--- src/inc/sac_pkg.sv ---
/*
 * Shared constants and types of the serial converter sequencer: register map,
 * command word layout, length codes, timing counts.
 * Assumes a 100 MHz aclk and a 32-bit AXI4-Lite register bus.
 */
package sac_pkg;

	// ---------------------------------------------------------------
	// Clock and timing
	// ---------------------------------------------------------------
	localparam int CLK_PERIOD_NS = 10;
	localparam int CONV_TIME_NS = 10000;
	localparam int CONV_CYCLES = CONV_TIME_NS / CLK_PERIOD_NS;
	localparam int ABORT_TIME_NS = 5000;
	localparam int ABORT_CYCLES = ABORT_TIME_NS / CLK_PERIOD_NS;
	localparam int CS_SETUP_NS = 250;
	localparam int CS_SETUP_CYCLES = (CS_SETUP_NS + CLK_PERIOD_NS - 1) / CLK_PERIOD_NS;

	// ---------------------------------------------------------------
	// Register map
	// ---------------------------------------------------------------
	localparam logic [7:0] REG_CHAN_BASE = 8'h00;
	localparam logic [7:0] REG_STATUS = 8'h40;
	localparam int NUM_CHAN = 11;
	localparam logic [1:0] RESP_OKAY = 2'h0;
	localparam logic [1:0] RESP_SLVERR = 2'h2;

	// Status register bit positions
	localparam int ST_EOC = 0;
	localparam int ST_BUSY = 1;
	localparam int ST_SAMPLING = 2;
	localparam int ST_POWER_DOWN = 3;
	localparam int ST_CMD_LSB = 8;

	// ---------------------------------------------------------------
	// Command word
	// ---------------------------------------------------------------
	typedef struct packed {
		logic [3:0] addr;
		logic length_select_hi;
		logic length_select_lo;
		logic low_bit_first_select;
		logic signed_output_select;
	} sac_cmd_s;

	localparam sac_cmd_s CMD_RESET = 8'h00;
	localparam logic [3:0] ADDR_LAST_CHAN = 4'ha;
	localparam logic [3:0] ADDR_TEST_MID = 4'hb;
	localparam logic [3:0] ADDR_TEST_LOW = 4'hc;
	localparam logic [3:0] ADDR_TEST_HIGH = 4'hd;
	localparam logic [3:0] ADDR_POWER_DOWN = 4'he;
	localparam logic [11:0] CODE_TEST_MID = 12'h800;
	localparam logic [11:0] CODE_TEST_LOW = 12'h000;
	localparam logic [11:0] CODE_TEST_HIGH = 12'hfff;

	localparam logic [1:0] LEN_CODE_8 = 2'h1;
	localparam logic [1:0] LEN_CODE_16 = 2'h3;
	localparam logic [4:0] CLKS_8 = 5'h08;
	localparam logic [4:0] CLKS_12 = 5'h0c;
	localparam logic [4:0] CLKS_16 = 5'h10;
	localparam logic [3:0] CMD_BITS = 4'h8;
	localparam logic [3:0] LEN_BITS_SEEN = 4'h6;
	localparam logic [4:0] SAMPLE_START_FALL = 5'h04;

endpackage : sac_pkg

--- src/logic/sac_seq.sv ---
/*
 * Serial control and conversion sequencer of a 12-bit converter, with the
 * analog inputs modelled by software-written channel codes over AXI4-Lite.
 * Assumes select, shift clock and command line come from another clock
 * domain and are resynchronised here; the result line is split into
 * data, output enable (low = driving) for the bench to resolve.
 */
// Decided for this implementation: the register offsets and the AXI4-Lite slave port.
`timescale 1ns/10ps

module sac_seq (
	input wire logic aclk,
	input wire logic aresetn,
	input wire logic [7:0] awaddr,
	input wire logic awvalid,
	output logic awready,
	input wire logic [31:0] wdata,
	input wire logic [3:0] wstrb,
	input wire logic wvalid,
	output logic wready,
	output logic [1:0] bresp,
	output logic bvalid,
	input wire logic bready,
	input wire logic [7:0] araddr,
	input wire logic arvalid,
	output logic arready,
	output logic [31:0] rdata,
	output logic [1:0] rresp,
	output logic rvalid,
	input wire logic rready,
	input wire logic select_n,
	input wire logic shift_clk,
	input wire logic cmd_in,
	output logic result_out,
	output logic result_oe_n,
	output logic eoc
);

	// ---------------------------------------------------------------
	// Pin synchronisers and edge detection
	// ---------------------------------------------------------------
	logic [2:0] sel_sync;
	logic [2:0] clk_sync;
	logic [1:0] din_sync;

	always_ff @(posedge aclk) begin
		if (!aresetn) begin
			sel_sync <= 3'h7;
			clk_sync <= 3'h0;
			din_sync <= 2'h0;
		end else begin
			sel_sync <= {sel_sync[1:0], select_n};
			clk_sync <= {clk_sync[1:0], shift_clk};
			din_sync <= {din_sync[0], cmd_in};
		end
	end

	wire sel_hi = sel_sync[1];
	wire sel_fall = !sel_sync[1] && sel_sync[2];
	wire sel_rise = sel_sync[1] && !sel_sync[2];
	wire io_rise = clk_sync[1] && !clk_sync[2];
	wire io_fall = !clk_sync[1] && clk_sync[2];
	wire din = din_sync[1];

	// ---------------------------------------------------------------
	// State
	// ---------------------------------------------------------------
	logic [7:0] setup_cnt;
	logic [3:0] rise_cnt;
	logic [4:0] fall_cnt;
	logic [7:0] cmd_shift;
	sac_pkg::sac_cmd_s cmd;
	logic busy;
	logic sampling;
	logic power_down;
	logic [9:0] conv_cnt;
	logic [11:0] held;
	logic [15:0] out_word;
	logic [4:0] out_len;
	logic out_low_bit_first_select;
	logic [4:0] out_idx;
	logic [11:0] chan_val [sac_pkg::NUM_CHAN];

	// ---------------------------------------------------------------
	// Decode of the running cycle
	// ---------------------------------------------------------------
	wire setup_done = setup_cnt >= 8'(sac_pkg::CS_SETUP_CYCLES);
	wire active = !sel_hi && setup_done && !busy;
	wire take_bit = active && io_rise && rise_cnt < sac_pkg::CMD_BITS;
	// Length bits take effect in the cycle that carries them
	wire [1:0] len_code = (rise_cnt == sac_pkg::CMD_BITS) ? cmd_shift[3:2] :
		(rise_cnt == sac_pkg::CMD_BITS - 4'h1) ? cmd_shift[2:1] :
		(rise_cnt >= sac_pkg::LEN_BITS_SEEN) ? cmd_shift[1:0] :
		{cmd.length_select_hi, cmd.length_select_lo};
	wire [4:0] n_clks = (len_code == sac_pkg::LEN_CODE_8) ? sac_pkg::CLKS_8 :
		(len_code == sac_pkg::LEN_CODE_16) ? sac_pkg::CLKS_16 : sac_pkg::CLKS_12;
	wire [4:0] fall_next = fall_cnt + 5'h01;
	wire last_fall = active && io_fall && fall_next == n_clks;
	wire sample_start = active && io_fall && fall_next == sac_pkg::SAMPLE_START_FALL;
	wire sac_pkg::sac_cmd_s new_cmd = cmd_shift;
	wire go_power_down = new_cmd.addr == sac_pkg::ADDR_POWER_DOWN;
	wire conv_done = busy && conv_cnt == 10'(sac_pkg::CONV_CYCLES - 1);
	wire abort = busy && sel_fall && conv_cnt < 10'(sac_pkg::ABORT_CYCLES);

	// Input selected by the command that ends this cycle
	wire [11:0] sel_val = (new_cmd.addr <= sac_pkg::ADDR_LAST_CHAN) ? chan_val[new_cmd.addr] :
		(new_cmd.addr == sac_pkg::ADDR_TEST_MID) ? sac_pkg::CODE_TEST_MID :
		(new_cmd.addr == sac_pkg::ADDR_TEST_LOW) ? sac_pkg::CODE_TEST_LOW :
		sac_pkg::CODE_TEST_HIGH;

	// Left-justified frame serves all lengths: 16 pads, 8 drops low bits
	wire [11:0] coded = cmd.signed_output_select ? {~held[11], held[10:0]} : held;
	wire [15:0] frame = {coded, 4'h0};
	wire [4:0] out_pos = out_low_bit_first_select ? out_len - 5'h01 - out_idx : out_idx;
	wire [3:0] out_bit_sel = 4'hf - out_pos[3:0];

	// ---------------------------------------------------------------
	// I/O cycle
	// ---------------------------------------------------------------
	always_ff @(posedge aclk) begin
		if (!aresetn) begin
			setup_cnt <= 8'h00;
			rise_cnt <= 4'h0;
			fall_cnt <= 5'h00;
			cmd_shift <= 8'h00;
			sampling <= 1'b0;
		end else if (sel_hi || sel_fall) begin
			setup_cnt <= 8'h00;
			rise_cnt <= 4'h0;
			fall_cnt <= 5'h00;
			sampling <= 1'b0;
		end else begin
			if (!setup_done) begin
				setup_cnt <= setup_cnt + 8'h01;
			end
			if (take_bit) begin
				cmd_shift <= {cmd_shift[6:0], din};
				rise_cnt <= rise_cnt + 4'h1;
			end
			if (last_fall) begin
				fall_cnt <= 5'h00;
				rise_cnt <= 4'h0;
				sampling <= 1'b0;
			end else if (active && io_fall) begin
				fall_cnt <= fall_next;
				if (sample_start) begin
					sampling <= 1'b1;
				end
			end
		end
	end

	// ---------------------------------------------------------------
	// Conversion
	// ---------------------------------------------------------------
	always_ff @(posedge aclk) begin
		if (!aresetn) begin
			cmd <= sac_pkg::CMD_RESET;
			eoc <= 1'b1;
			busy <= 1'b0;
			power_down <= 1'b0;
			conv_cnt <= 10'h000;
			held <= 12'h000;
		end else if (last_fall) begin
			cmd <= new_cmd;
			power_down <= go_power_down;
			held <= sel_val;
			busy <= !go_power_down;
			eoc <= go_power_down;
			conv_cnt <= 10'h000;
		end else if (abort || conv_done) begin
			busy <= 1'b0;
			eoc <= 1'b1;
		end else if (busy) begin
			conv_cnt <= conv_cnt + 10'h001;
		end
	end

	// ---------------------------------------------------------------
	// Output register and result line
	// ---------------------------------------------------------------
	always_ff @(posedge aclk) begin
		if (!aresetn) begin
			out_word <= 16'h0000;
			out_len <= sac_pkg::CLKS_12;
			out_low_bit_first_select <= 1'b0;
			out_idx <= 5'h00;
		end else if (conv_done) begin
			out_word <= frame;
			out_len <= n_clks;
			out_low_bit_first_select <= cmd.low_bit_first_select;
			out_idx <= 5'h00;
		end else if (sel_fall) begin
			out_idx <= 5'h00;
		end else if (active && io_fall && out_idx < 5'h0f) begin
			out_idx <= out_idx + 5'h01;
		end
	end

	always_ff @(posedge aclk) begin
		if (!aresetn) begin
			result_out <= 1'b0;
			result_oe_n <= 1'b1;
		end else begin
			result_out <= out_word[out_bit_sel];
			result_oe_n <= sel_hi;
		end
	end

	// ---------------------------------------------------------------
	// AXI4-Lite register slave
	// ---------------------------------------------------------------
	logic aw_full;
	logic w_full;
	logic [7:0] aw_addr;
	logic [31:0] w_data;
	logic [3:0] w_strb;

	wire [3:0] wr_idx = aw_addr[5:2];
	wire wr_hit = aw_addr[7:6] == 2'h0 && aw_addr[1:0] == 2'h0 && wr_idx <= sac_pkg::ADDR_LAST_CHAN;
	wire wr_go = aw_full && w_full && !bvalid;
	wire [3:0] rd_idx = araddr[5:2];
	wire rd_chan = araddr[7:6] == 2'h0 && araddr[1:0] == 2'h0 && rd_idx <= sac_pkg::ADDR_LAST_CHAN;
	wire rd_stat = araddr == sac_pkg::REG_STATUS;
	wire [31:0] status = (32'(cmd) << sac_pkg::ST_CMD_LSB) |
		(32'(power_down) << sac_pkg::ST_POWER_DOWN) | (32'(sampling) << sac_pkg::ST_SAMPLING) |
		(32'(busy) << sac_pkg::ST_BUSY) | (32'(eoc) << sac_pkg::ST_EOC);

	assign awready = !aw_full;
	assign wready = !w_full;
	assign arready = !rvalid;

	always_ff @(posedge aclk) begin
		if (!aresetn) begin
			aw_full <= 1'b0;
			w_full <= 1'b0;
			aw_addr <= 8'h00;
			w_data <= 32'h0000_0000;
			w_strb <= 4'h0;
			bvalid <= 1'b0;
			bresp <= sac_pkg::RESP_OKAY;
		end else begin
			if (awvalid && awready) begin
				aw_full <= 1'b1;
				aw_addr <= awaddr;
			end
			if (wvalid && wready) begin
				w_full <= 1'b1;
				w_data <= wdata;
				w_strb <= wstrb;
			end
			if (wr_go) begin
				aw_full <= 1'b0;
				w_full <= 1'b0;
				bvalid <= 1'b1;
				bresp <= wr_hit ? sac_pkg::RESP_OKAY : sac_pkg::RESP_SLVERR;
			end else if (bvalid && bready) begin
				bvalid <= 1'b0;
			end
		end
	end

	always_ff @(posedge aclk) begin
		if (wr_go && wr_hit) begin
			if (w_strb[0]) begin
				chan_val[wr_idx][7:0] <= w_data[7:0];
			end
			if (w_strb[1]) begin
				chan_val[wr_idx][11:8] <= w_data[11:8];
			end
		end
	end

	always_ff @(posedge aclk) begin
		if (!aresetn) begin
			rvalid <= 1'b0;
			rdata <= 32'h0000_0000;
			rresp <= sac_pkg::RESP_OKAY;
		end else if (arvalid && arready) begin
			rvalid <= 1'b1;
			rdata <= rd_chan ? {20'h00000, chan_val[rd_idx]} : rd_stat ? status : 32'h0000_0000;
			rresp <= (rd_chan || rd_stat) ? sac_pkg::RESP_OKAY : sac_pkg::RESP_SLVERR;
		end else if (rvalid && rready) begin
			rvalid <= 1'b0;
		end
	end

	// ---------------------------------------------------------------
	// Assertions
	// ---------------------------------------------------------------
	property p_float_when_high;
		@(posedge aclk) disable iff (!aresetn) sel_hi |=> result_oe_n;
	endproperty
	a_float_when_high: assert property (p_float_when_high) else $error("result line driven");

	property p_drive_when_low;
		@(posedge aclk) disable iff (!aresetn) !sel_hi |=> !result_oe_n;
	endproperty
	a_drive_when_low: assert property (p_drive_when_low) else $error("result line not driven");

	property p_cmd_frozen;
		@(posedge aclk) disable iff (!aresetn)
			(rise_cnt == sac_pkg::CMD_BITS && io_rise && !sel_hi) |=> $stable(cmd_shift);
	endproperty
	a_cmd_frozen: assert property (p_cmd_frozen) else $error("command taken past eighth");

	property p_cycle_len;
		@(posedge aclk) disable iff (!aresetn)
			last_fall |-> fall_cnt == n_clks - 5'h01 && rise_cnt == sac_pkg::CMD_BITS;
	endproperty
	a_cycle_len: assert property (p_cycle_len) else $error("wrong cycle length");

	property p_eoc_low;
		@(posedge aclk) disable iff (!aresetn)
			(last_fall && !go_power_down) |=> !eoc && busy ##1 !eoc[*8];
	endproperty
	a_eoc_low: assert property (p_eoc_low) else $error("flag not low at cycle end");

	property p_eoc_after_latch;
		@(posedge aclk) disable iff (!aresetn) $rose(eoc) |-> $past(busy) && out_idx == 5'h00;
	endproperty
	a_eoc_after_latch: assert property (p_eoc_after_latch) else $error("flag rose early");

	property p_start_after_cycle;
		@(posedge aclk) disable iff (!aresetn) $rose(busy) |-> $past(last_fall);
	endproperty
	a_start_after_cycle: assert property (p_start_after_cycle) else $error("early conversion");

	property p_partial_dropped;
		@(posedge aclk) disable iff (!aresetn) sel_rise |=> fall_cnt == 5'h00 && rise_cnt == 4'h0;
	endproperty
	a_partial_dropped: assert property (p_partial_dropped) else $error("partial cycle kept");

	property p_setup_ignore;
		@(posedge aclk) disable iff (!aresetn) sel_fall |=> !active[*8];
	endproperty
	a_setup_ignore: assert property (p_setup_ignore) else $error("inputs taken in setup");

endmodule : sac_seq

--- config.mk ---
export PLATFORM = sky130hd
export DESIGN_NAME = sac_seq
export DESIGN_NICKNAME = d
export VERILOG_FILES = /design/src/inc/sac_pkg.sv /design/src/logic/sac_seq.sv
export SDC_FILE = /design/constraint.sdc
export NUM_CORES = 1
export LEC_CHECK = 0
export BUFFER_PORTS_ARGS = -buffer_cell sky130_fd_sc_hd__buf_2
export CORE_UTILIZATION = 60
export CTS_BUF_LIST = sky130_fd_sc_hd__clkbuf_8
export CTS_CLUSTER_SIZE = 40
export DETAILED_ROUTE_END_ITERATION = 8
export GPL_TIMING_DRIVEN = 1
export PLACE_DENSITY = 0.79
export SETUP_SLACK_MARGIN = 0.4
export SYNTH_ARGS = -nofsm -noshare
export SYNTH_HDL_FRONTEND = slang
export SYNTH_SLANG_ARGS = --single-unit
export TNS_END_PERCENT = 10
--- constraint.sdc ---
create_clock -name aclk -period 4.6 [get_ports aclk]
set_input_delay 0.46 -clock aclk [delete_from_list [all_inputs] [get_ports aclk]]
set_output_delay 0.46 -clock aclk [all_outputs]
set_load 0.005 [all_outputs]
==> metrics.txt <==
# TYPE chip_impl_metric gauge
chip_impl_metric{name="detail_routed_net_length_per_standard_cell",unit="um"} 18.3
chip_impl_info{name="cp-start-kind",value="register"} 1
chip_impl_metric{name="die_y",unit="um"} 143
chip_impl_metric{name="detailed_place_hpwl",unit="um"} 16500
chip_impl_metric{name="numClockSinks",unit=""} 268
chip_impl_metric{name="drc",unit=""} 0
chip_impl_metric{name="ioPinCount",unit=""} 106
chip_impl_metric{name="register_area",unit="sq mm"} 0.00669
chip_impl_metric{name="postSynthCellCount",unit=""} 994
chip_impl_metric{name="groute.usage.overall",unit="%"} 24.9
chip_impl_metric{name="report.final.setup_viol",unit=""} 0
chip_impl_metric{name="area_after_dpl",unit="sq mm"} 0.0122
chip_impl_metric{name="antenna_found_initial",unit=""} 0
chip_impl_metric{name="timing.critical_path.fanout_max",unit=""} 22
chip_impl_metric{name="tightest_slew",unit="ns"} 1.11
chip_impl_metric{name="leakage",unit="nW"} 4.81
chip_impl_info{name="result_of_the_run",value="complete, no violations"} 1
chip_impl_metric{name="cts_resized",unit=""} 0
chip_impl_metric{name="routed_via_density",unit=""} 5.87
chip_impl_metric{name="stdcell_count",unit=""} 1344
chip_impl_metric{name="drt_first_pass_iters",unit=""} 5
chip_impl_metric{name="grt_first_pass_wirelength",unit="um"} 38900
chip_impl_info{name="cts_root_buffer",value="clkbuf_8"} 1
chip_impl_metric{name="synthesis.yosys.warnings",unit=""} 0
chip_impl_metric{name="dieArea",unit="sq mm"} 0.0204
chip_impl_metric{name="portBuffers",unit=""} 65
chip_impl_metric{name="post-layout-total-power",unit="mW"} 4.76
chip_impl_metric{name="synthArstFlopShare",unit="%"} 0
chip_impl_metric{name="initialDrtViolationCount",unit=""} 699
chip_impl_metric{name="timing.setup.tns",unit="ns"} 0
chip_impl_metric{name="row_count",unit=""} 51
chip_impl_metric{name="layout.cell_area.non_filler",unit="sq mm"} 0.0131
chip_impl_metric{name="placement.setup.worst_slack",unit="ns"} 1.51
chip_impl_metric{name="holdWs",unit="ns"} 0.0975
chip_impl_metric{name="post_synth_num_cell_types",unit=""} 68
chip_impl_info{name="hold_class",value="in -> reg"} 1
chip_impl_metric{name="routabilityCongestion",unit=""} 0.836
chip_impl_metric{name="overflow_left_after_global_routing",unit=""} 0
chip_impl_info{name="timing_worst_setup_path_type",value="reg -> reg"} 1
chip_impl_metric{name="h-tree-depth",unit=""} 2
chip_impl_metric{name="fillCellCount",unit=""} 1474
chip_impl_metric{name="final_util",unit="%"} 67.4
chip_impl_metric{name="total_via_count_in_the_routed_design",unit=""} 7894
chip_impl_metric{name="post-place-cells",unit=""} 1266
chip_impl_metric{name="synth_edf_count",unit=""} 132
chip_impl_info{name="ys.flop_type",value="dfxtp_1"} 1
chip_impl_info{name="timing.critical_path.cells",value="inv_1, ha_1, or3b_4, a31oi_4, nor3_2, and3b_1, nand2_4, nor2_4, mux2_2"} 1
chip_impl_metric{name="arrival",unit="ns"} 3.37
chip_impl_info{name="cts_tree",value="built"} 1
chip_impl_metric{name="relSlewSlack",unit="%"} 25.9
chip_impl_metric{name="grt_pass1_vias",unit=""} 7403
chip_impl_info{name="grt_setup_unrepaired",value="false"} 1
chip_impl_metric{name="finalMaxSlewViolations",unit=""} 0
chip_impl_metric{name="core_area",unit="sq mm"} 0.0194
chip_impl_metric{name="ant_nets",unit=""} 0
chip_impl_metric{name="report.final.hold_viol_count",unit=""} 0
chip_impl_metric{name="sum_of_routed_wire_length_over_all_layers",unit="um"} 24600
chip_impl_metric{name="final_net_count",unit=""} 1118
chip_impl_metric{name="clock.fmax",unit="GHz"} 0.338
chip_impl_metric{name="fin_skew",unit="ns"} 0.0279
chip_impl_info{name="cp-end-kind",value="register"} 1
chip_impl_info{name="crit_slowest_cell",value="and3b_1"} 1
chip_impl_metric{name="syn_area",unit="sq mm"} 0.0119
chip_impl_metric{name="post_cts_hold_buffer_count",unit=""} 0
chip_impl_metric{name="die_wd",unit="um"} 143
chip_impl_metric{name="post-cts-setup-buffers",unit=""} 0
chip_impl_metric{name="clock_insertion_delay_worst_skew",unit="ns"} 0.55
chip_impl_metric{name="multi_input_comb_area",unit="sq mm"} 0.00475
chip_impl_metric{name="critical-path-max-stage-delay",unit="ns"} 0.51
chip_impl_metric{name="avgSynthCellArea",unit="sq um"} 11.9
chip_impl_metric{name="drv.max_cap_violation_count",unit=""} 0
chip_impl_metric{name="p_per_area",unit="mW/mm^2"} 364
chip_impl_metric{name="cts_buffers",unit=""} 43
chip_impl_metric{name="cts.reportedPaths.clkPinSlew",unit="ns"} 0.06
chip_impl_metric{name="post_route_cells_drive_above_1_share",unit="%"} 19.3
chip_impl_metric{name="synth.ff_latch_count",unit=""} 268
chip_impl_metric{name="worst_ir_drop_vdd",unit="mV"} 0.276
chip_impl_metric{name="timing.final.crit_share",unit="%"} 64.3
chip_impl_metric{name="layout-area-overhead-vs-synth",unit="%"} 10.1
chip_impl_metric{name="synth.yosys.seq_area_share",unit="%"} 56.3
chip_impl_metric{name="final.min_clock_period",unit="ns"} 2.96
chip_impl_metric{name="maximum_number_of_pins_on_one_net_before_global_route_repair",unit=""} 71
chip_impl_metric{name="required",unit="ns"} 5.02
chip_impl_metric{name="layout_setup_ws",unit="ns"} 1.64
chip_impl_metric{name="starting_density_of_the_core",unit="%"} 61.2
chip_impl_metric{name="clock_tree.buffer_depth",unit=""} 3
==> Yosys cell counts (8+ instances only) <==
cell type | instances | area (sq um)
nand2b_1 | 11 | 68.8
a22oi_1 | 11 | 82.6
ha_1 | 10 | 125
inv_1 | 17 | 63.8
a22o_1 | 24 | 210
mux2i_1 | 52 | 521
buf_2 | 11 | 55.1
and2_1 | 11 | 68.8
a311oi_1 | 10 | 87.6
xor2_1 | 10 | 87.6
mux4_2 | 45 | 1010
buf_4 | 22 | 165
xnor2_1 | 15 | 131
nor3_1 | 13 | 65.1
a222oi_1 | 8 | 80.1
nand3_1 | 22 | 110
dfxtp_1 | 136 | 2720
o21ai_0 | 33 | 165
mux2_2 | 14 | 158
edfxtp_1 | 132 | 3960
clkbuf_1 | 38 | 143
nor2_1 | 120 | 450
nand2_1 | 70 | 263
a21oi_1 | 72 | 360
==> layout make-up <==
class                   instances  share of cell area [%]
diodes                          1                  0.0191
clock buffers                  54                    5.69
clock inverters                23                   0.977
inverters                      18                   0.517
multi-input cells             646                    36.4
flip-flops and latches        268                    51.2
well taps                     265                    2.54
repair buffers                 69                    2.72
==> per-layer routing <==
layer	track usage [%]	part of all wire, %	routed length [um]	up-vias
met5	0	0	0	-
met4	9.79	2.5	618	0
met3	4.09	6.8	1680	58
met2	41.1	48	11800	305
met1	32.9	43	10500	3767
li1	-	-	-	3764
==> where the power goes <==
part | internal, mW | switching, mW | total [mW]
registers | 2.52 | 0.0279 | 2.55
clock network | 1.11 | 0.919 | 2.03
logic | 0.0688 | 0.107 | 0.176
total | 3.71 | 1.05 | 4.76
==> registers in the layout (all words and copies together), names as in the netlist, 3 cells and up, named ones only <==
register / cells
w_data: 12
clk_sync: 3
setup_cnt: 8
cmd_shift: 8
rise_cnt: 4
aw_addr: 8
cmd: 8
chan_val: 132
fall_cnt: 5
rdata: 16
conv_cnt: 10
out_word: 12
held: 12
out_idx: 5
sel_sync: 3
==> cells in the final DEF (no fill, tap or decap), types with 22 or more instances in the layout <==
| cell | n |
|---|---|
| mux2i_1 | 52 |
| clkbuf_8 | 54 |
| edfxtp_1 | 132 |
| nor2_1 | 120 |
| a21oi_1 | 72 |
| inv_1 | 34 |
| a22o_1 | 24 |
| mux4_2 | 45 |
| buf_2 | 65 |
| o21ai_0 | 33 |
| nand3_1 | 22 |
| dfxtp_1 | 135 |
| nand2_1 | 70 |
==> worst max-delay path, delay by kind of cell, from the launching register on <==
kind / cells / cell delay [ns]
adder cells (fa/ha/maj): 1 / 0.18
AND/OR/NAND/NOR: 5 / 1.64
AO/OA/AOI/OAI: 1 / 0.13
multiplexers: 1 / 0.39
flip-flops: 1 / 0.42
buffers and inverters: 1 / 0.07
==> path summary, 6_finish.rpt <==
path	depth (start not counted)	start	endpoint	slack [ns]
worst min register to register	1	sel_sync[0]	sel_sync[1]	0.42
worst max-delay path	9	setup_cnt[0]	eoc	1.64
worst max register to register	9	setup_cnt[0]	eoc	1.64
worst min-delay path	2	select_n	sel_sync[0]	0.1
==> cell families (layout without fill, tap and decap cells) <==
logic type / after synthesis / count (layout) / share of synthesized area (%)
adders and majority gates: 10 / 10 / 1.05
muxes: 111 / 111 / 14.2
other: 1 / 19 / 0.0316
and+or+nand+nor: 283 / 283 / 10.9
AOI/OAI and AO/OA: 199 / 199 / 11.4
DFF: 268 / 268 / 56.3
buffers and inverters: 97 / 164 / 4.19
xor gates and xnor gates: 25 / 25 / 1.84
(Power assumes the default switching activity.)
